==> src/rtl/ccs_pkg.sv <==
// Package of constants and types for the common command and status unit.
package ccs_pkg;
    localparam int CCS_DATA_W = 8;
    localparam int CCS_SETUP_W = 16;
    localparam int CCS_LOCS = 4;
    localparam logic [4:0] CCS_CMD_CLS = 5'h00;
    localparam logic [4:0] CCS_CMD_ESE = 5'h01;
    localparam logic [4:0] CCS_CMD_ESE_Q = 5'h02;
    localparam logic [4:0] CCS_CMD_ESR_Q = 5'h03;
    localparam logic [4:0] CCS_CMD_IDN_Q = 5'h04;
    localparam logic [4:0] CCS_CMD_LRN_Q = 5'h05;
    localparam logic [4:0] CCS_CMD_OPC = 5'h06;
    localparam logic [4:0] CCS_CMD_OPC_Q = 5'h07;
    localparam logic [4:0] CCS_CMD_RCL = 5'h08;
    localparam logic [4:0] CCS_CMD_RST = 5'h09;
    localparam logic [4:0] CCS_CMD_SAV = 5'h0A;
    localparam logic [4:0] CCS_CMD_SRE = 5'h0B;
    localparam logic [4:0] CCS_CMD_SRE_Q = 5'h0C;
    localparam logic [4:0] CCS_CMD_STB_Q = 5'h0D;
    localparam logic [4:0] CCS_CMD_TRG = 5'h0E;
    localparam logic [4:0] CCS_CMD_TST_Q = 5'h0F;
    localparam logic [4:0] CCS_CMD_WAI = 5'h10;
    localparam int CCS_ESR_OPC_BIT = 0;
    localparam int CCS_ESR_CME_BIT = 5;
    localparam int CCS_STB_ESB_BIT = 5;
    localparam int CCS_STB_MAV_BIT = 4;
    localparam int CCS_STB_RQS_BIT = 6;
    localparam logic [7:0] CCS_ESE_RST = 8'h00;
    localparam logic [7:0] CCS_SRE_RST = 8'h00;
    localparam logic [15:0] CCS_SETUP_RST = 16'h0000;
    localparam logic [7:0] CCS_ONE_ASCII = 8'h31;
    localparam logic [7:0] CCS_ZERO_ASCII = 8'h30;
    localparam logic [7:0] CCS_ID_CODE = 8'h5A;
    typedef logic [4:0] ccs_cmd_type;
endpackage

==> src/rtl/ccs_setup_if.sv <==
// Interface carrying setup store traffic between the unit and its memory.
`timescale 1ns/1ps
interface ccs_setup_if;
    logic       wr;
    logic [1:0] addr;
    logic [15:0] wdata;
    logic [15:0] rdata;
    modport ctrl (output wr, output addr, output wdata, input rdata);
    modport mem (input wr, input addr, input wdata, output rdata);
endinterface

==> src/rtl/ccs_unit.sv <==
// Common command interpreter with event status, status byte and setup store.
`timescale 1ns/1ps
// What this block does
// - Clear status clears events, flags; output kept.
// - Event enable command loads mask.
// - Event enable query returns mask unchanged.
// - Event register query returns then clears.
// - Identification query returns identification code.
// - Learn query returns present setup word.
// - Operation complete waits, sets flag and bit.
// - Operation query answers 1 after idle.
// - Recall restores setup from location one-four.
// - Save stores setup into location one-four.
// - Reset restores fixed default state.
// - Service enable command loads mask.
// - Service enable query returns mask.
// - Status byte query returns status byte.
// - Trigger command pulses internal trigger.
// - Self test returns zero on pass.
// - Wait command stalls until nothing pending.
module ccs_unit (
    input  wire logic                   clk_in,
    input  wire logic                   rst_n_in,
    input  wire logic                   cmd_valid_in,
    input  wire ccs_pkg::ccs_cmd_type   cmd_code_in,
    input  wire logic [7:0]             cmd_arg_in,
    input  wire logic                   op_pending_in,
    input  wire logic                   selftest_fail_in,
    input  wire logic [15:0]            setup_in,
    input  wire logic                   resp_taken_in,
    output logic                        cmd_ready_out,
    output logic                        resp_valid_out,
    output logic [15:0]                 resp_data_out,
    output logic [15:0]                 setup_out,
    output logic                        setup_load_out,
    output logic                        trigger_out,
    output logic                        srq_out,
    output logic [7:0]                  stb_out,
    output logic                        opc_flag_out
);
    import ccs_pkg::*;

    typedef enum logic [1:0] {ST_IDLE, ST_WAIT_OPC, ST_WAIT_OPCQ, ST_WAIT_WAI} ccs_state_type;

    ccs_state_type state_q;
    logic [7:0]  ese_q;
    logic [7:0]  sre_q;
    logic [7:0]  esr_q;
    logic        opc_flag_q;
    logic        cmd_ready_q;
    logic        resp_valid_q;
    logic [15:0] resp_data_q;
    logic [15:0] setup_q;
    logic        setup_load_q;
    logic        trigger_q;
    logic        srq_q;
    logic [7:0]  stb_q;

    ccs_setup_if sif ();
    ccs_setup_mem #(.DEPTH(CCS_LOCS)) u_mem (.clk_in(clk_in), .port(sif));

    wire take      = cmd_valid_in && cmd_ready_q;
    wire loc_ok    = (cmd_arg_in >= 8'h01) && (cmd_arg_in <= 8'h04);
    wire is_sav    = take && (cmd_code_in == CCS_CMD_SAV) && loc_ok;
    wire is_rcl    = take && (cmd_code_in == CCS_CMD_RCL) && loc_ok;
    wire bad_loc   = take && ((cmd_code_in == CCS_CMD_SAV) || (cmd_code_in == CCS_CMD_RCL))
                     && !loc_ok;
    wire idle_ops  = !op_pending_in;
    wire opc_done  = (state_q == ST_WAIT_OPC) && idle_ops;
    wire [7:0] esr_sum = esr_q & ese_q;
    wire [7:0] stb_d   = {1'b0, srq_q, |esr_sum, resp_valid_q, 4'h0};
    wire srq_d     = |(stb_d & sre_q & 8'hBF);

    assign sif.wr    = is_sav;
    assign sif.addr  = 2'(cmd_arg_in - 8'h01);
    assign sif.wdata = setup_in;

    always_ff @(posedge clk_in) begin
        if (!rst_n_in) begin
            state_q      <= ST_IDLE;
            ese_q        <= CCS_ESE_RST;
            sre_q        <= CCS_SRE_RST;
            esr_q        <= 8'h00;
            opc_flag_q   <= 1'b0;
            cmd_ready_q  <= 1'b1;
            resp_valid_q <= 1'b0;
            resp_data_q  <= 16'h0000;
            setup_q      <= CCS_SETUP_RST;
            setup_load_q <= 1'b0;
            trigger_q    <= 1'b0;
            srq_q        <= 1'b0;
            stb_q        <= 8'h00;
        end else begin
            setup_load_q <= 1'b0;
            trigger_q    <= 1'b0;
            srq_q        <= srq_d;
            stb_q        <= stb_d;
            if (resp_taken_in) begin
                resp_valid_q <= 1'b0;
            end
            if (bad_loc) begin
                esr_q[CCS_ESR_CME_BIT] <= 1'b1;
            end
            case (state_q)
                ST_IDLE: begin
                    if (take) begin
                        case (cmd_code_in)
                            CCS_CMD_CLS: begin
                                esr_q      <= 8'h00;
                                opc_flag_q <= 1'b0;
                            end
                            CCS_CMD_ESE: ese_q <= cmd_arg_in;
                            CCS_CMD_ESE_Q: begin
                                resp_valid_q <= 1'b1;
                                resp_data_q  <= {8'h00, ese_q};
                            end
                            CCS_CMD_ESR_Q: begin
                                resp_valid_q <= 1'b1;
                                resp_data_q  <= {8'h00, esr_q};
                                esr_q        <= 8'h00;
                            end
                            CCS_CMD_IDN_Q: begin
                                resp_valid_q <= 1'b1;
                                resp_data_q  <= {8'h00, CCS_ID_CODE};
                            end
                            CCS_CMD_LRN_Q: begin
                                resp_valid_q <= 1'b1;
                                resp_data_q  <= setup_q;
                            end
                            CCS_CMD_OPC: begin
                                state_q     <= ST_WAIT_OPC;
                                cmd_ready_q <= 1'b0;
                            end
                            CCS_CMD_OPC_Q: begin
                                state_q     <= ST_WAIT_OPCQ;
                                cmd_ready_q <= 1'b0;
                            end
                            CCS_CMD_RCL: begin
                                if (loc_ok) begin
                                    setup_q      <= sif.rdata;
                                    setup_load_q <= 1'b1;
                                end
                            end
                            CCS_CMD_SAV: ;
                            CCS_CMD_RST: begin
                                ese_q        <= CCS_ESE_RST;
                                sre_q        <= CCS_SRE_RST;
                                opc_flag_q   <= 1'b0;
                                setup_q      <= CCS_SETUP_RST;
                                setup_load_q <= 1'b1;
                            end
                            CCS_CMD_SRE: sre_q <= cmd_arg_in;
                            CCS_CMD_SRE_Q: begin
                                resp_valid_q <= 1'b1;
                                resp_data_q  <= {8'h00, sre_q};
                            end
                            CCS_CMD_STB_Q: begin
                                resp_valid_q <= 1'b1;
                                resp_data_q  <= {8'h00, stb_q};
                            end
                            CCS_CMD_TRG: trigger_q <= 1'b1;
                            CCS_CMD_TST_Q: begin
                                resp_valid_q <= 1'b1;
                                resp_data_q  <= selftest_fail_in ? 16'h0001 : 16'h0000;
                            end
                            CCS_CMD_WAI: begin
                                state_q     <= ST_WAIT_WAI;
                                cmd_ready_q <= 1'b0;
                            end
                            default: esr_q[CCS_ESR_CME_BIT] <= 1'b1;
                        endcase
                    end
                end
                ST_WAIT_OPC: begin
                    if (idle_ops) begin
                        opc_flag_q             <= 1'b1;
                        esr_q[CCS_ESR_OPC_BIT] <= 1'b1;
                        state_q                <= ST_IDLE;
                        cmd_ready_q            <= 1'b1;
                    end
                end
                ST_WAIT_OPCQ: begin
                    if (idle_ops) begin
                        resp_valid_q <= 1'b1;
                        resp_data_q  <= {8'h00, CCS_ONE_ASCII};
                        state_q      <= ST_IDLE;
                        cmd_ready_q  <= 1'b1;
                    end
                end
                ST_WAIT_WAI: begin
                    if (idle_ops) begin
                        state_q     <= ST_IDLE;
                        cmd_ready_q <= 1'b1;
                    end
                end
                default: begin
                    state_q     <= ST_IDLE;
                    cmd_ready_q <= 1'b1;
                end
            endcase
        end
    end

    assign cmd_ready_out  = cmd_ready_q;
    assign resp_valid_out = resp_valid_q;
    assign resp_data_out  = resp_data_q;
    assign setup_out      = setup_q;
    assign setup_load_out = setup_load_q;
    assign trigger_out    = trigger_q;
    assign srq_out        = srq_q;
    assign stb_out        = stb_q;
    assign opc_flag_out   = opc_flag_q;

    AST_ESE_LOAD: assert property (@(posedge clk_in) disable iff (!rst_n_in)
        take && cmd_code_in == CCS_CMD_ESE |=> ese_q == $past(cmd_arg_in))
        else $error("ESE not loaded");
    AST_ESR_CLEAR: assert property (@(posedge clk_in) disable iff (!rst_n_in)
        take && cmd_code_in == CCS_CMD_ESR_Q |=> resp_data_q[7:0] == $past(esr_q)
        && esr_q[CCS_ESR_OPC_BIT] == 1'b0)
        else $error("ESR query wrong");
    AST_CLS: assert property (@(posedge clk_in) disable iff (!rst_n_in)
        take && cmd_code_in == CCS_CMD_CLS |=> esr_q == 8'h00 && !opc_flag_q)
        else $error("Clear status failed");
    AST_OPC_WAIT: assert property (@(posedge clk_in) disable iff (!rst_n_in)
        opc_done |=> opc_flag_q && esr_q[CCS_ESR_OPC_BIT])
        else $error("OPC not set");
    AST_OPCQ: assert property (@(posedge clk_in) disable iff (!rst_n_in)
        state_q == ST_WAIT_OPCQ && op_pending_in |=> !(resp_valid_q && $rose(resp_valid_q)))
        else $error("OPC query answered early");
    AST_WAI: assert property (@(posedge clk_in) disable iff (!rst_n_in)
        state_q == ST_WAIT_WAI && op_pending_in |-> !cmd_ready_q)
        else $error("Wait did not stall");
    AST_SRE_LOAD: assert property (@(posedge clk_in) disable iff (!rst_n_in)
        take && cmd_code_in == CCS_CMD_SRE |=> sre_q == $past(cmd_arg_in))
        else $error("SRE not loaded");
    AST_SRQ: assert property (@(posedge clk_in) disable iff (!rst_n_in)
        |(stb_d & sre_q & 8'hBF) |=> srq_q)
        else $error("Service request missing");
    AST_TRG: assert property (@(posedge clk_in) disable iff (!rst_n_in)
        take && cmd_code_in == CCS_CMD_TRG |=> trigger_q)
        else $error("Trigger pulse wrong");
    AST_TST: assert property (@(posedge clk_in) disable iff (!rst_n_in)
        take && cmd_code_in == CCS_CMD_TST_Q |=> resp_data_q == {15'h0000, $past(selftest_fail_in)})
        else $error("Self test answer wrong");

    AST_ESE_Q: assert property (@(posedge clk_in) disable iff (!rst_n_in)
        take && cmd_code_in == CCS_CMD_ESE_Q |=> resp_valid_q
        && resp_data_q == {8'h00, $past(ese_q)} && ese_q == $past(ese_q))
        else $error("ESE query wrong");

    AST_SRE_Q: assert property (@(posedge clk_in) disable iff (!rst_n_in)
        take && cmd_code_in == CCS_CMD_SRE_Q |=> resp_valid_q
        && resp_data_q == {8'h00, $past(sre_q)})
        else $error("SRE query wrong");

    AST_STB_Q: assert property (@(posedge clk_in) disable iff (!rst_n_in)
        take && cmd_code_in == CCS_CMD_STB_Q |=> resp_valid_q
        && resp_data_q == {8'h00, $past(stb_q)})
        else $error("Status byte query wrong");

    AST_IDN: assert property (@(posedge clk_in) disable iff (!rst_n_in)
        take && cmd_code_in == CCS_CMD_IDN_Q |=> resp_valid_q
        && resp_data_q == {8'h00, CCS_ID_CODE})
        else $error("Identification answer wrong");

    AST_LRN: assert property (@(posedge clk_in) disable iff (!rst_n_in)
        take && cmd_code_in == CCS_CMD_LRN_Q |=> resp_valid_q
        && resp_data_q == $past(setup_q))
        else $error("Learn answer wrong");

    AST_RCL: assert property (@(posedge clk_in) disable iff (!rst_n_in)
        is_rcl |=> setup_q == $past(sif.rdata) && setup_load_q)
        else $error("Recall did not restore");

    AST_SAV: assert property (@(posedge clk_in) disable iff (!rst_n_in)
        is_sav |=> u_mem.mem_q[$past(sif.addr)] == $past(setup_in))
        else $error("Save did not store");

    AST_BAD_LOC: assert property (@(posedge clk_in) disable iff (!rst_n_in)
        bad_loc |=> esr_q[CCS_ESR_CME_BIT] && !setup_load_q)
        else $error("Bad location not flagged");

    AST_RST_MASKS: assert property (@(posedge clk_in) disable iff (!rst_n_in)
        take && cmd_code_in == CCS_CMD_RST |=> ese_q == CCS_ESE_RST
        && sre_q == CCS_SRE_RST && !opc_flag_q)
        else $error("Reset command left masks");

    AST_RST_SETUP: assert property (@(posedge clk_in) disable iff (!rst_n_in)
        take && cmd_code_in == CCS_CMD_RST |=> setup_q == CCS_SETUP_RST && setup_load_q)
        else $error("Reset command left setup");

    AST_CLS_KEEP: assert property (@(posedge clk_in) disable iff (!rst_n_in)
        take && cmd_code_in == CCS_CMD_CLS |=> resp_data_q == $past(resp_data_q)
        && resp_valid_q == ($past(resp_valid_q) && !$past(resp_taken_in)))
        else $error("Clear status touched output");

    AST_OPCQ_ANS: assert property (@(posedge clk_in) disable iff (!rst_n_in)
        state_q == ST_WAIT_OPCQ && !op_pending_in |=> resp_valid_q && cmd_ready_q
        && resp_data_q == {8'h00, CCS_ONE_ASCII})
        else $error("OPC query answer wrong");

    AST_OPC_HOLD: assert property (@(posedge clk_in) disable iff (!rst_n_in)
        state_q == ST_WAIT_OPC && op_pending_in |=> state_q == ST_WAIT_OPC && !cmd_ready_q)
        else $error("OPC did not wait");

    AST_WAI_ENTER: assert property (@(posedge clk_in) disable iff (!rst_n_in)
        take && cmd_code_in == CCS_CMD_WAI |=> state_q == ST_WAIT_WAI && !cmd_ready_q)
        else $error("Wait not entered");

    AST_WAI_LEAVE: assert property (@(posedge clk_in) disable iff (!rst_n_in)
        state_q == ST_WAIT_WAI && !op_pending_in |=> state_q == ST_IDLE && cmd_ready_q)
        else $error("Wait not released");

    AST_READY_STATE: assert property (@(posedge clk_in) disable iff (!rst_n_in)
        cmd_ready_q == (state_q == ST_IDLE))
        else $error("Ready out of step with state");

    AST_ESB: assert property (@(posedge clk_in) disable iff (!rst_n_in)
        1'b1 |=> stb_q[CCS_STB_ESB_BIT] == $past(|(esr_q & ese_q)))
        else $error("Event summary bit wrong");

    AST_MAV: assert property (@(posedge clk_in) disable iff (!rst_n_in)
        1'b1 |=> stb_q[CCS_STB_MAV_BIT] == $past(resp_valid_q))
        else $error("Message bit wrong");

    AST_RQS: assert property (@(posedge clk_in) disable iff (!rst_n_in)
        1'b1 |=> stb_q[CCS_STB_RQS_BIT] == $past(srq_q))
        else $error("Request bit wrong");

    AST_SRQ_LOW: assert property (@(posedge clk_in) disable iff (!rst_n_in)
        !(|(stb_d & sre_q & 8'hBF)) |=> !srq_q)
        else $error("Service request without cause");

    AST_TRG_ONLY: assert property (@(posedge clk_in) disable iff (!rst_n_in)
        trigger_q |-> $past(take && cmd_code_in == CCS_CMD_TRG))
        else $error("Trigger without command");

    AST_LOAD_ONLY: assert property (@(posedge clk_in) disable iff (!rst_n_in)
        setup_load_q |-> $past(is_rcl || (take && cmd_code_in == CCS_CMD_RST)))
        else $error("Setup load without command");

    AST_RESP_HOLD: assert property (@(posedge clk_in) disable iff (!rst_n_in)
        resp_valid_q && !resp_taken_in |=> resp_valid_q)
        else $error("Response dropped early");

    AST_RESP_DROP: assert property (@(posedge clk_in) disable iff (!rst_n_in)
        resp_taken_in && !take && state_q != ST_WAIT_OPCQ |=> !resp_valid_q)
        else $error("Response not released");

    AST_TST_PASS: assert property (@(posedge clk_in) disable iff (!rst_n_in)
        take && cmd_code_in == CCS_CMD_TST_Q && !selftest_fail_in |=> resp_valid_q
        && resp_data_q == 16'h0000)
        else $error("Self test pass answer wrong");

    AST_ESE_KEEP: assert property (@(posedge clk_in) disable iff (!rst_n_in)
        !(take && (cmd_code_in == CCS_CMD_ESE || cmd_code_in == CCS_CMD_RST))
        |=> ese_q == $past(ese_q))
        else $error("ESE changed without command");
endmodule

==> src/rtl/ccs_setup_mem.sv <==
// Four-location memory for saved instrument setups.
`timescale 1ns/1ps
module ccs_setup_mem #(
    parameter int DEPTH = 4
) (
    input  wire logic  clk_in,
    ccs_setup_if.mem   port
);
    import ccs_pkg::*;
    logic [15:0] mem_q [DEPTH];
    always_ff @(posedge clk_in) begin
        if (port.wr) begin
            mem_q[port.addr] <= port.wdata;
        end
    end
    assign port.rdata = mem_q[port.addr];
endmodule

==> config.mk <==
export PLATFORM = sky130hd
export DESIGN_NAME = ccs_unit
export DESIGN_NICKNAME = d
export VERILOG_FILES = /design/src/rtl/ccs_pkg.sv /design/src/rtl/ccs_setup_if.sv /design/src/rtl/ccs_unit.sv /design/src/rtl/ccs_setup_mem.sv
export SDC_FILE = /design/constraint.sdc
export NUM_CORES = 1
export LEC_CHECK = 0
export ABC_AREA = 1
export BUFFER_PORTS_ARGS = -buffer_cell sky130_fd_sc_hd__buf_2
export CORE_MARGIN = 2
export CORE_UTILIZATION = 50
export DETAILED_ROUTE_END_ITERATION = 7
export PLACE_DENSITY_LB_ADDON = 0.3
export SYNTH_ARGS = -nofsm -noshare
export SYNTH_HDL_FRONTEND = slang
export SYNTH_SLANG_ARGS = --single-unit
==> constraint.sdc <==
create_clock -name clk_in -period 4.3 [get_ports clk_in]
set_input_delay 0.43 -clock clk_in [delete_from_list [all_inputs] [get_ports clk_in]]
set_output_delay 0.43 -clock clk_in [all_outputs]
set_load 0.03 [all_outputs]
; Word level (Yosys, flattened, before mapping)
; Memories as Yosys holds them, arrays and structs flattened.
; Cells that the tools add are included.
[classes]
n_eq_ne = 29
order_cmp = 2
bitwise = 2
add_sub_neg = 1
mux = 36
reduce_logical = 32
[ops]
columns = cell, count
row1 = one-hot mux 16 bit (7 select lines), 1
row2 = one-hot mux 16 bit (2 select lines), 2
row3 = two-way mux 16 bit, 3
row4 = equality test 5 x 4 -> 1 bit (second input constant), 8
row5 = one-hot mux 8 bit (2 select lines), 2
row6 = equality test 5 x 3 -> 1 bit (second input constant), 4
row7 = two-way mux 1 bit, 16
row8 = inequality test 2 bit (second input constant), 8
row9 = AND reduction 4 bit, 4
row10 = AND reduction 3 bit, 5
row11 = OR reduction 15 bit, 1
row12 = OR reduction 7 bit, 2
row13 = one-hot mux 1 bit (2 select lines), 6
row14 = equality test 5 x 2 -> 1 bit (second input constant), 2
row15 = nonzero test 2 bit, 5
row16 = AND 6 x 8 -> 8 bit, 1
row17 = AND 7 x 8 -> 8 bit, 1
row18 = greater-or-equal comparator 8 x 1 -> 1 bit (second input constant), 1
row19 = less-or-equal comparator 8 x 3 -> 1 bit (second input constant), 1
row20 = inequality test 8 x 1 -> 1 bit (second input constant), 1
row21 = OR reduction 8 bit, 1
row22 = logical AND 1 bit, 6
row23 = two-way mux 6 bit, 1
row24 = one-hot mux 2 bit (3 select lines), 1
row25 = other kinds (15), 19
[word_totals]
regBits = 66
ramBits = 64
input_bits = 35
mem_count = 1
[memory_table]
columns = name, depth, width, rd, rd_ports_with_merged_regs, write_ports, line_no
row1 = u_mem.mem_q, 4, 16, 1, 0, 1, ccs_setup_mem.sv:10  ; logic [15:0] mem_q [DEPTH];

; Longest topological paths before layout
; Gate-level depths: netlist of run 1.
[logic_depth]
depth_word = 8
ltp_mapped = 12
mapped_depth_nobuf = 11

; Cells and area by module
; Synthesis of run 1 repeated with hierarchy kept, for this count alone.
[hier_totals]
hier_cells = 695
hier_area_um2 = 5733.0
[modules_own_cells]
columns = mod, cells_each, area_each_um2, n_inst
row1 = ccs_unit, 470, 3066.7, 1
row2 = ccs_setup_mem, 225, 2666.3, 1

; Worst setup path after synthesis of run 1
; OpenSTA, ideal clock, no wires.
[synth_timing]
path_kind = input to register
startpoint = input port cmd_arg_in[0]
endpoint = memory u_mem.mem_q[0][0], enable pin
stages = 8
setup_time_ps = 413
required_time_ps = 3887
path_slack_ps = 1185
arrival_time_ps = 2702
path_cell_list = clkbuf_1 -> inv_1 -> clkbuf_1 -> ha_1 -> o21ai_0 -> nor2_1 -> nand2_1 -> nor3b_1
[synth_via]
elab_chain_len = 5
word_cells_on_any_way = 7
classes_between = add/sub: 1 / order compare: 2 / mux: 2 / reduce/logical: 2
[synth_rtl]
columns = item, line_no
row1 = start: declaration, ccs_unit.sv:26  ; input wire logic [7:0] cmd_arg_in,
row2 = greater-or-equal comparator 8 x 1 -> 1 bit / less-or-equal comparator 8 x 3 -> 1 bit (equally long branches), ccs_unit.sv:63  ; wire loc_ok = (cmd_arg_in >= 8'h01) && (cmd_arg_in <= 8'h04);
row3 = logical AND 1 bit, ccs_unit.sv:63
row4 = logical AND 1 bit, ccs_unit.sv:64  ; wire is_sav = take && (cmd_code_in == CCS_CMD_SAV) && loc_ok;
row5 = two-way mux 1 bit, ccs_setup_mem.sv:12  ; if (port.wr) begin
row6 = two-way mux 1 bit (implied by the code), ccs_setup_mem.sv:13  ; mem_q[port.addr] <= port.wdata;
row7 = end: declaration, ccs_setup_mem.sv:10
; Parallel ways exist; a longest one is shown, timed or not.

; Worst setup path in the final report of run 1
[layout_timing]
startpoint = input port cmd_arg_in[0]
endpoint = register setup_q[13] (netlist: setup_out[13])
[layout_via]
elab_chain_len = 4
word_cells_on_any_way = 9
classes_between = add/sub: 1 / order compare: 2 / eq/ne: 1 / mux: 2 / reduce/logical: 2 / memory: 1
[layout_rtl]
columns = item, line_no
row1 = "greater-or-equal comparator 8 x 1 -> 1 bit, or another cell as far along", ccs_unit.sv:63
row2 = logical AND 1 bit / memory read (4 x 16 bit) (equally long branches), -
row3 = inequality test 2 bit (no line) / two-way mux 16 bit (equally long branches), -
row4 = AND reduction 4 bit (no line) / one-hot mux 16 bit (2 select lines) (equally long branches), -
row5 = end signal: assignment, ccs_unit.sv:140  ; setup_q <= sif.rdata;
row6 = end: declaration, ccs_unit.sv:53  ; logic [15:0] setup_q;
; Parallel ways exist; a longest one is shown, timed or not. The select of a mux whose other input is x is not followed.
; A chain may end at the register's enable or synchronous reset.

==> reports/results.env, run 1 <==
LAYOUT.CORE_UTILIZATION_PCT=60.8
SYNTH_AREA_MM2=0.00546
HTREE_NUM_LEVELS=4
SETUP_VIOL=0
PLACEABLE_CORE_REGION_MM2=0.0107
LAYOUT-DRIVE-GT1-SHARE_PCT=21.1
MIN_DELAY_WORST_ENDPOINT='u_mem.mem_q[1][8]'
COMBINATIONALPOWERSHARE_PCT=20.6
ROUTE.DETAILED.DRC=0
GRT_PASS1_WL_UM=21100
FINALWEIGHTEDCONGESTION=0.883
DETAIL-ROUTE-ANTENNA-NETS=0
POST_DRT_WL_PER_CELL_UM=16.0
CHIPWIDTH_UM=108
POST_SYNTH_NUM_CELL_TYPES=32
AVGVIACOUNTPERCELL=5.35
DETAILEDROUTE.FIRSTPASSITERATIONCOUNT=5
CTS_HOLD_BUF=0
DIE_Y_UM=108
INITIAL_UTILIZATION_PCT=50.8
WORST_SLEW_PIN_SLEW_NS=0.910
STD_CELL_ROWS=38
TIMING.FMAX_GHz=0.376
REPORT.POWER.TOTAL_mW=3.48
CTS.REPORTEDPATHS.CLKPINSLEW_NS=0.06
AREA_GROWTH_PCT=19.7
IRDROPWORSTVDD_mV=0.301
WORST_SETUP_PATH_START_KIND='input port'
REGTOREGSETUPSLACK_NS=1.92
SWITCHING_PART_OF_THE_TOTAL_POWER_PCT=32.0
MAXIMUM_NUMBER_OF_PINS_ON_ONE_NET_BEFORE_GLOBAL_ROUTE_REPAIR=39
AGGREGATE_GLOBAL_ROUTING_OVERFLOW=0
TIMING_WORST_SETUP_PATH_TYPE='in2reg'
CLOCKBUFFERDEPTH=2
WORST_HOLD_PATH.NUM_CELLS=1
POSTCTSSETUPREPAIRBUFS=0
P_INT_mW=2.36
DATA_ARRIVAL_TIME_OF_THE_CRITICAL_PATH_NS=3.11
FIN_SKEW_NS=0.0105
TIMING.SETUP.TNS_NS=0
NETLIST_INSTANCES=612
NETS=731
FIN_CRIT_NS=2.66
SYNTH.FF_LATCH_COUNT=125
DP_HPWL_UM=9110
SEQ_POWER_SHARE_PCT=39.8
VIA_COUNT=4505
WORST-ENDPOINT-REQUIRED_NS=4.76
POWER.STATIC_LEAKAGE_nW=2.71
DPL.CELL_COUNT=811
SLEW_VIOLATIONS=0
ROUTED_WIRELENGTH_UM=13400
HOLD_START='setup_in[8]'
IO_BUFFER_COUNT=75
NUMBER_OF_GLOBAL_ROUTE_VIAS_BEFORE_REPAIR=4334
DESIGN.PORTCOUNT=81
RELSLEWSLACK_PCT=39.3
FINAL-INSTANCE-COUNT-EXCL-FILL=842
POSTSYNTHAREAPERCELL_UM2=8.92
DRT_ITER0_DRC=310
SYNTH.YOSYS.SEQ_AREA_SHARE_PCT=57.6
DIE_AREA_MM2=0.0118
POWER_PER_CELL_AREA_mW_PER_MM2=532
NUMCLOCKSINKS=125
WORST_HOLD_PATH_TYPE='in2reg'
POST_ROUTE_FRACTION_OF_THE_PERIOD_CONSUMED_BY_THE_CRITICAL_PATH_PCT=61.8
POSTCTSRESIZEDCELLS=0
CTS_TREE='done'
NUMBER_OF_CELLS_ON_THE_WORST_REG_TO_REG_PATH=8
GRT_USE_TOTAL_PCT=23.7
REPORT.FINAL.HOLD_VIOL_COUNT=0
UNREPAIRED_SETUP_ENDPOINTS_AFTER_GLOBAL_ROUTING='no'
POWER_SPENT_CHARGING_AND_DISCHARGING_NETS_mW=1.11
CLOCKROOTBUFFER='sky130_fd_sc_hd__clkbuf_8'
CLOCKPOWERSHARE_PCT=39.7
RUN_STATUS='complete, no violations'
FINAL.FILL_COUNT=905
CP_MAX_FO=35
R2R-END='sre_q[2]'
SETUP.WORST_PATH.END_CLASS='flip-flop'
SETUP_SLACK_AFTER_PLACEMENT_NS=1.11
WORST_R2R_STARTPOINT='state_q[1]'
SYNTH-WARNING-COUNT=0
MAX_CAP_VIOLS=0
ANTENNA_VIOLATIONS_BEFORE_REPAIR=0
WORST_SKEW_PAIR_LATENCY_NS=0.52
CTS_MADE_BUFFERS=17
SETUP_WS_NS=1.64
ANTENNA_CELLS=0
-- registers in the layout, indices dropped and copies added (netlist names), 2 cells and up --
register	cells
stb_out	3
setup_out	16
state_q	2
ese_q	8
u_mem.mem_q	64
resp_data_out	16
sre_q	8
esr_q	2
-- area by class of cell --
| cell class | count | area (um^2) | share of cell area, % |
|---|---|---|---|
| Timing Repair Buffer | 80 | 413 | 6.32 |
| Clock inverter | 14 | 159 | 2.43 |
| Sequential cell | 125 | 3140 | 48.1 |
| Inverter | 42 | 158 | 2.41 |
| Clock buffer | 17 | 414 | 6.34 |
| Multi-Input combinational cell | 424 | 2070 | 31.7 |
| Tap cell | 140 | 175 | 2.68 |
-- power by group through the flow --
stage	combinational, mW	clock, mW	sequential, mW
after global routing	0.785	1.46	1.39
after detailed placement	0.707	0	1.41
after floorplan	0.402	0	1.52
final	0.715	1.38	1.38
after global placement	0.692	0	1.40
after CTS	0.712	1.39	1.38
-- synthesized netlist by cell type (all sizes together) --
cell type	instances	area [um^2]
nor2	97	428
conb	1	3.75
nand3	50	273
a22o	1	8.76
ha	6	75.1
nor3	3	20.0
a21oi	61	320
nand3b	2	15.0
nand2	131	517
clkbuf	13	48.8
edfxtp	64	1920
inv	42	158
nor3b	4	30.0
nand4	2	12.5
dfxtp	61	1220
buf	12	71.3
a211oi	2	15.0
o21ai	51	263
o22ai	9	56.3
-- layout by cell type (no fill, tap or decap), drive strengths merged --
cell type  Yosys  layout
inv           42      49
nor3           3       3
buf           12      80
a22o           1       1
edfxtp        64      64
dfxtp         61      61
o22ai          9       9
clkinvlp       0       2
nand3         50      50
nand4          2       2
nor3b          4       4
clkinv         0       3
a21oi         61      61
a211oi         2       2
ha             6       6
o21ai         51      51
clkbuf        13      17
bufinv         0       2
nand3b         2       2
nand2        131     131
conb           1       5
nor2          97      97
-- how the worst max path moves through the flow --
stage	startpoint	end	slack, ns	depth (start not counted)
finish	cmd_arg_in[0]	setup_out[13]	1.64	11
global route	cmd_arg_in[0]	setup_out[9]	1.29	11
CTS	cmd_arg_in[0]	setup_out[13]	1.62	11
detailed placement	cmd_arg_in[0]	setup_out[10]	1.11	11
global placement	cmd_arg_in[0]	setup_out[10]	1.16	11
floorplan	cmd_arg_in[0]	u_mem.mem_q[0][0]	1.19	8
-- metrics by stage --
step | cell area, um^2 | hold slack, ns
floorplan | 5470 | 0.441
global placement | 5960 | 0.426
detailed placement | 5960 | 0.449
CTS | 6530 | 0.108
global route | 6530 | 0.103
finish | 6530 | 0.117
-- worst max-delay path, cell delays in order --
cell                      delay (ns)
sky130_fd_sc_hd__buf_2          0.10
sky130_fd_sc_hd__inv_1          0.65
sky130_fd_sc_hd__ha_1           0.26
sky130_fd_sc_hd__o21ai_0        0.10
sky130_fd_sc_hd__nor2_1         0.10
sky130_fd_sc_hd__nand2_1        0.21
sky130_fd_sc_hd__o21ai_2        0.49
sky130_fd_sc_hd__nand2_2        0.32
sky130_fd_sc_hd__nor2_4         0.26
sky130_fd_sc_hd__nand2_1        0.10
sky130_fd_sc_hd__nand2_1        0.07
-- metal layers --
| metal | up-vias | share of wire, % | GRT usage, % |
|---|---|---|---|
| li1 | 2214 | - | - |
| met4 | 0 | 1.5 | 8.15 |
| met5 | - | 0 | 0 |
| met3 | 20 | 6.1 | 5.61 |
| met1 | 2100 | 42 | 29.1 |
| met2 | 171 | 50 | 41.0 |
-- logic make-up after synthesis --
kind of cell	synth area share [%]
buffers and inverters	5.09
other	0.0687
DFF	57.6
adders and majority gates	1.38
AOI/OAI and AO/OA	12.2
and+or+nand+nor	23.7
Power figures use the tool's default switching activity.
==> run 2, diff against run 1 <==
Settings changed: ABC_AREA 1 to 0.
Clock period 4.3 ns to 2.3 ns, I/O delays scaled along.
==> run 2 against run 1 <==
Compared with the run above:
- clock-buffer cell count did not move
- sequential power rose by 72%
- critical path type is now reg2reg
- cell count fell by 19%
- via count fell by 13%
- first-iteration DRC count fell by 11%
- register-to-register slack got worse by 1.7 ns
- design area rose by 0.29%
- clock skew fell by 0.0015 ns
- hold slack got worse by 0.095 ns
==> reports/results.env, run 2 <==
RELSLEWSLACK_PCT=19.7  # -20 points
WORST_HOLD_PATH.NUM_CELLS=3  # +2
CTS.REPORTEDPATHS.CLKPINSLEW_NS=0.07  # about the same
GRT_USE_TOTAL_PCT=22.6  # -1.2 points
DP_HPWL_UM=8060  # -12%
DESIGN.PORTCOUNT=81  # unchanged
SLEW_VIOLATIONS=0  # unchanged
FIN_SKEW_NS=0.00904  # -0.00146 ns
MULTI_INPUT_COMB_AREA_MM2=0.00195  # -6.0%
NETLIST.AREA_LEADER.SHARE_PCT=36.4  # +1.2 points
NETLIST_INSTANCES=442  # -28%
DIE_AREA_MM2=0.0114  # -3.1%
IO_BUFFER_COUNT=75  # unchanged
SYNTHFLOPTYPE='sky130_fd_sc_hd__edfxtp_1'
RUN_STATUS='complete, no violations'
ROUTED_WIRELENGTH_UM=12300  # -8.1%
SETUP_VIOL=0  # unchanged
NUMBER_OF_GLOBAL_ROUTE_VIAS_BEFORE_REPAIR=3775  # -13%
TIMING_WORST_SETUP_PATH_TYPE='reg2reg'
PLACEABLE_CORE_REGION_MM2=0.0103  # -4.4%
NUMCLOCKSINKS=125  # unchanged
ANTENNA_CELLS=0  # unchanged
DIE_Y_UM=107  # -1.6%
CLOCKROOTBUFFER='sky130_fd_sc_hd__clkbuf_8'
UNREPAIRED_SETUP_ENDPOINTS_AFTER_GLOBAL_ROUTING='no'
DATA_ARRIVAL_TIME_OF_THE_CRITICAL_PATH_NS=2.53  # -0.58 ns
CTS_TREE='done'
POST_ROUTE_FRACTION_OF_THE_PERIOD_CONSUMED_BY_THE_CRITICAL_PATH_PCT=91.1
SYNTH_AREA_MM2=0.00528  # -3.3%
IRDROPWORSTVDD_mV=0.785  # +160%
FINALWEIGHTEDCONGESTION=0.916  # +3.7%
AGGREGATE_GLOBAL_ROUTING_OVERFLOW=0  # unchanged
POST_DRT_WL_PER_CELL_UM=18.0  # +13%
POSTCTSRESIZEDCELLS=0  # unchanged
NUMBER_OF_CELLS_ON_THE_WORST_REG_TO_REG_PATH=5  # -3
COMMONEST_CELLS_AFTER_ROUTING_FILL_AND_TAPS_ASIDE='75 x sky130_fd_sc_hd__buf_2, 64 x sky130_fd_sc_hd__edfxtp_1, 61 x sky130_fd_sc_hd__dfxtp_1'
ROUTE.DETAILED.DRC=0  # unchanged
STD_CELL_ROWS=37  # -2.6%
GLOBALROUTEMET2UTIL_PCT=36.6  # -4.4 points
FF_LATCH_AREA_MM2=0.00314  # unchanged
WORST-ENDPOINT-REQUIRED_NS=2.74  # -2.02 ns
MAX_CAP_VIOLS=0  # unchanged
AVGVIACOUNTPERCELL=5.74  # +7.2%
LAYOUT-DRIVE-GT1-SHARE_PCT=27.5  # +6.4 points
SETUP.WORST_PATH.END_CLASS='flip-flop'
LARGEST-REGISTER='u_mem.mem_q'
SYNTHTOPCELLSBYAREA='sky130_fd_sc_hd__edfxtp_1 36%, sky130_fd_sc_hd__dfxtp_1 23%, sky130_fd_sc_hd__mux4_2 6.8%, sky130_fd_sc_hd__nand3_1 5.2%, sky130_fd_sc_hd__o21ai_0 3.2%'
CLOCKBUFFERDEPTH=2  # unchanged
WORST_SLEW_PIN_SLEW_NS=1.20  # +0.292 ns
HOLD_START='cmd_arg_in[4]'
CHIPWIDTH_UM=107  # -1.6%
POST-SYNTH-TOP-AREA-CELL='sky130_fd_sc_hd__edfxtp_1'
AREA_GROWTH_PCT=24.1
GLOBALROUTEMET3UTIL_PCT=5.05  # -0.56 points
WORST_SETUP_PATH_START_KIND='flip-flop'
VIA_COUNT=3930  # -13%
REPORT.FINAL.HOLD_VIOL_COUNT=0  # unchanged
REPORT.POWER.TOTAL_mW=5.29  # +52%
MAXIMUM_NUMBER_OF_PINS_ON_ONE_NET_BEFORE_GLOBAL_ROUTE_REPAIR=54  # +38%
TIMING.FMAX_GHz=0.477
TIMING.SETUP.TNS_NS=0  # unchanged
GLOBAL_ROUTE.USAGE.MET1_PCT=29.2  # +0.15 points
WORST_R2R_STARTPOINT='cmd_ready_out'
CTS_HOLD_BUF=21  # +21
DRT_ITER0_DRC=276  # -11%
POST_SYNTH_NUM_CELL_TYPES=55  # +72%
WORST_HOLD_PATH_TYPE='in2reg'
SYNTH.YOSYS.SEQ_AREA_SHARE_PCT=59.5  # +1.9 points
HTREE_NUM_LEVELS=4  # unchanged
POSTCTSSETUPREPAIRBUFS=0  # unchanged
NETS=577  # -21%
SYNTH-WARNING-COUNT=0  # unchanged
GRT_MOST_USED_LAYER='met2'
FIN_CRIT_NS=2.10
SYNTH.FF_LATCH_COUNT=125  # unchanged
POWER_PER_CELL_AREA_mW_PER_MM2=807  # +52%
SYNTH_TOP_CELLS_BY_COUNT='64 x sky130_fd_sc_hd__edfxtp_1, 61 x sky130_fd_sc_hd__dfxtp_1, 55 x sky130_fd_sc_hd__nand3_1'
DETAIL-ROUTE-ANTENNA-NETS=0  # unchanged
SYNTH_ENABLE_FLOP_CELLS=64  # unchanged
MOSTFREQUENTLAYOUTCELL='sky130_fd_sc_hd__buf_2'
INITIAL_UTILIZATION_PCT=51.4  # +0.58 points
POWER.STATIC_LEAKAGE_nW=2.39  # -12%
MOST_FREQUENTLY_USED_CELL_TYPE_IN_THE_POST_SYNTHESIS_NETLIST='sky130_fd_sc_hd__edfxtp_1'
SHARE_OF_ASYNC_SETTABLE_OR_ASYNC_RESETTABLE_FLOPS_AFTER_SYNTHESIS_PCT=0  # unchanged
CTS_MADE_BUFFERS=17  # unchanged
DETAILEDROUTE.FIRSTPASSITERATIONCOUNT=7  # +2
POSTSYNTHAREAPERCELL_UM2=11.9  # +34%
CRITPATHLAUNCH='cmd_ready_out'
LARGEST_REG_FLOPS=64  # unchanged
REGTOREGSETUPSLACK_NS=0.20  # -1.72 ns
ANTENNA_VIOLATIONS_BEFORE_REPAIR=0  # unchanged
WORST_SKEW_PAIR_LATENCY_NS=0.52  # about the same
FINAL.FILL_COUNT=805  # -11%
GRT_PASS1_WL_UM=19500  # -7.7%
CP_MAX_FO=33  # -5.7%
## run 2: changes by cell type after synthesis, moves of 8 or more
cell and change:
sky130_fd_sc_hd__a21oi_1 -51, sky130_fd_sc_hd__mux4_2 +16, sky130_fd_sc_hd__inv_1 -31, sky130_fd_sc_hd__a22oi_1 +11, sky130_fd_sc_hd__nand2_1 -89, sky130_fd_sc_hd__a21boi_0 +10
sky130_fd_sc_hd__nor2_1 -76, sky130_fd_sc_hd__nand3_1 +8, sky130_fd_sc_hd__o21ai_0 -15, sky130_fd_sc_hd__nor2b_1 +14, sky130_fd_sc_hd__and2_1 +8
## run 2: worst max-delay path, stage by stage, from the launching register on
cell and delay (ns):
sky130_fd_sc_hd__dfxtp_1 0.47, sky130_fd_sc_hd__nand4bb_4 0.21, sky130_fd_sc_hd__or4_4 0.47, sky130_fd_sc_hd__a21oi_4 0.56
sky130_fd_sc_hd__nand3_1 0.16, sky130_fd_sc_hd__o21ai_0 0.14
## run 2: per-layer routing
| layer | up-vias | wire length (um) |
|---|---|---|
| li1 | 1848 | - |
| met1 | 1891 | 5120 |
| met2 | 165 | 6100 |
| met3 | 26 | 775 |
| met4 | 0 | 350 |
| met5 | - | 0 |
## run 2: layout make-up
class | instances | area share [%]
clock buffer | 17 | 6.32
timing repair buffer | 109 | 10.4
inverter | 6 | 0.344
multi-input combinational | 277 | 29.7
clock inverter | 15 | 2.64
sequential | 125 | 48.0
tap | 136 | 2.60
## run 2: report_power, final
| group | leakage, nW | switching [mW] | internal (mW) |
|---|---|---|---|
| clock | 0.284 | 1.14 | 1.41 |
| sequential | 1.07 | 0.0134 | 2.36 |
| combinational | 1.04 | 0.220 | 0.146 |
## run 2: worst paths after layout
kind	endpoint
worst max-delay path	setup_out[14]
worst min-delay path	ese_q[4]
worst max register to register	setup_out[14]
worst min register to register	ese_q[6]
## run 2: per-stage QoR
stage	setup slack, ns	cell area, um^2	hold slack, ns	util, %	instances
after floorplan	0.0324	5310	0.329	-	446
after global placement	0.307	5760	0.436	56.0	632
after detailed placement	0.191	5760	0.444	56.0	632
after CTS	0.215	6550	0.00777	63.8	685
after global routing	0.0423	6550	0.0177	63.8	685
final	0.204	6550	0.0215	63.8	685
## run 2: cells by family after synthesis
logic type | share of synthesized area, %
buf+inv | 4.17
compound gates | 12.0
other cells | 0.0710
mux | 7.20
xor+xnor | 0.166
fa+ha+maj | 1.42
simple gates | 15.5
flops | 59.5
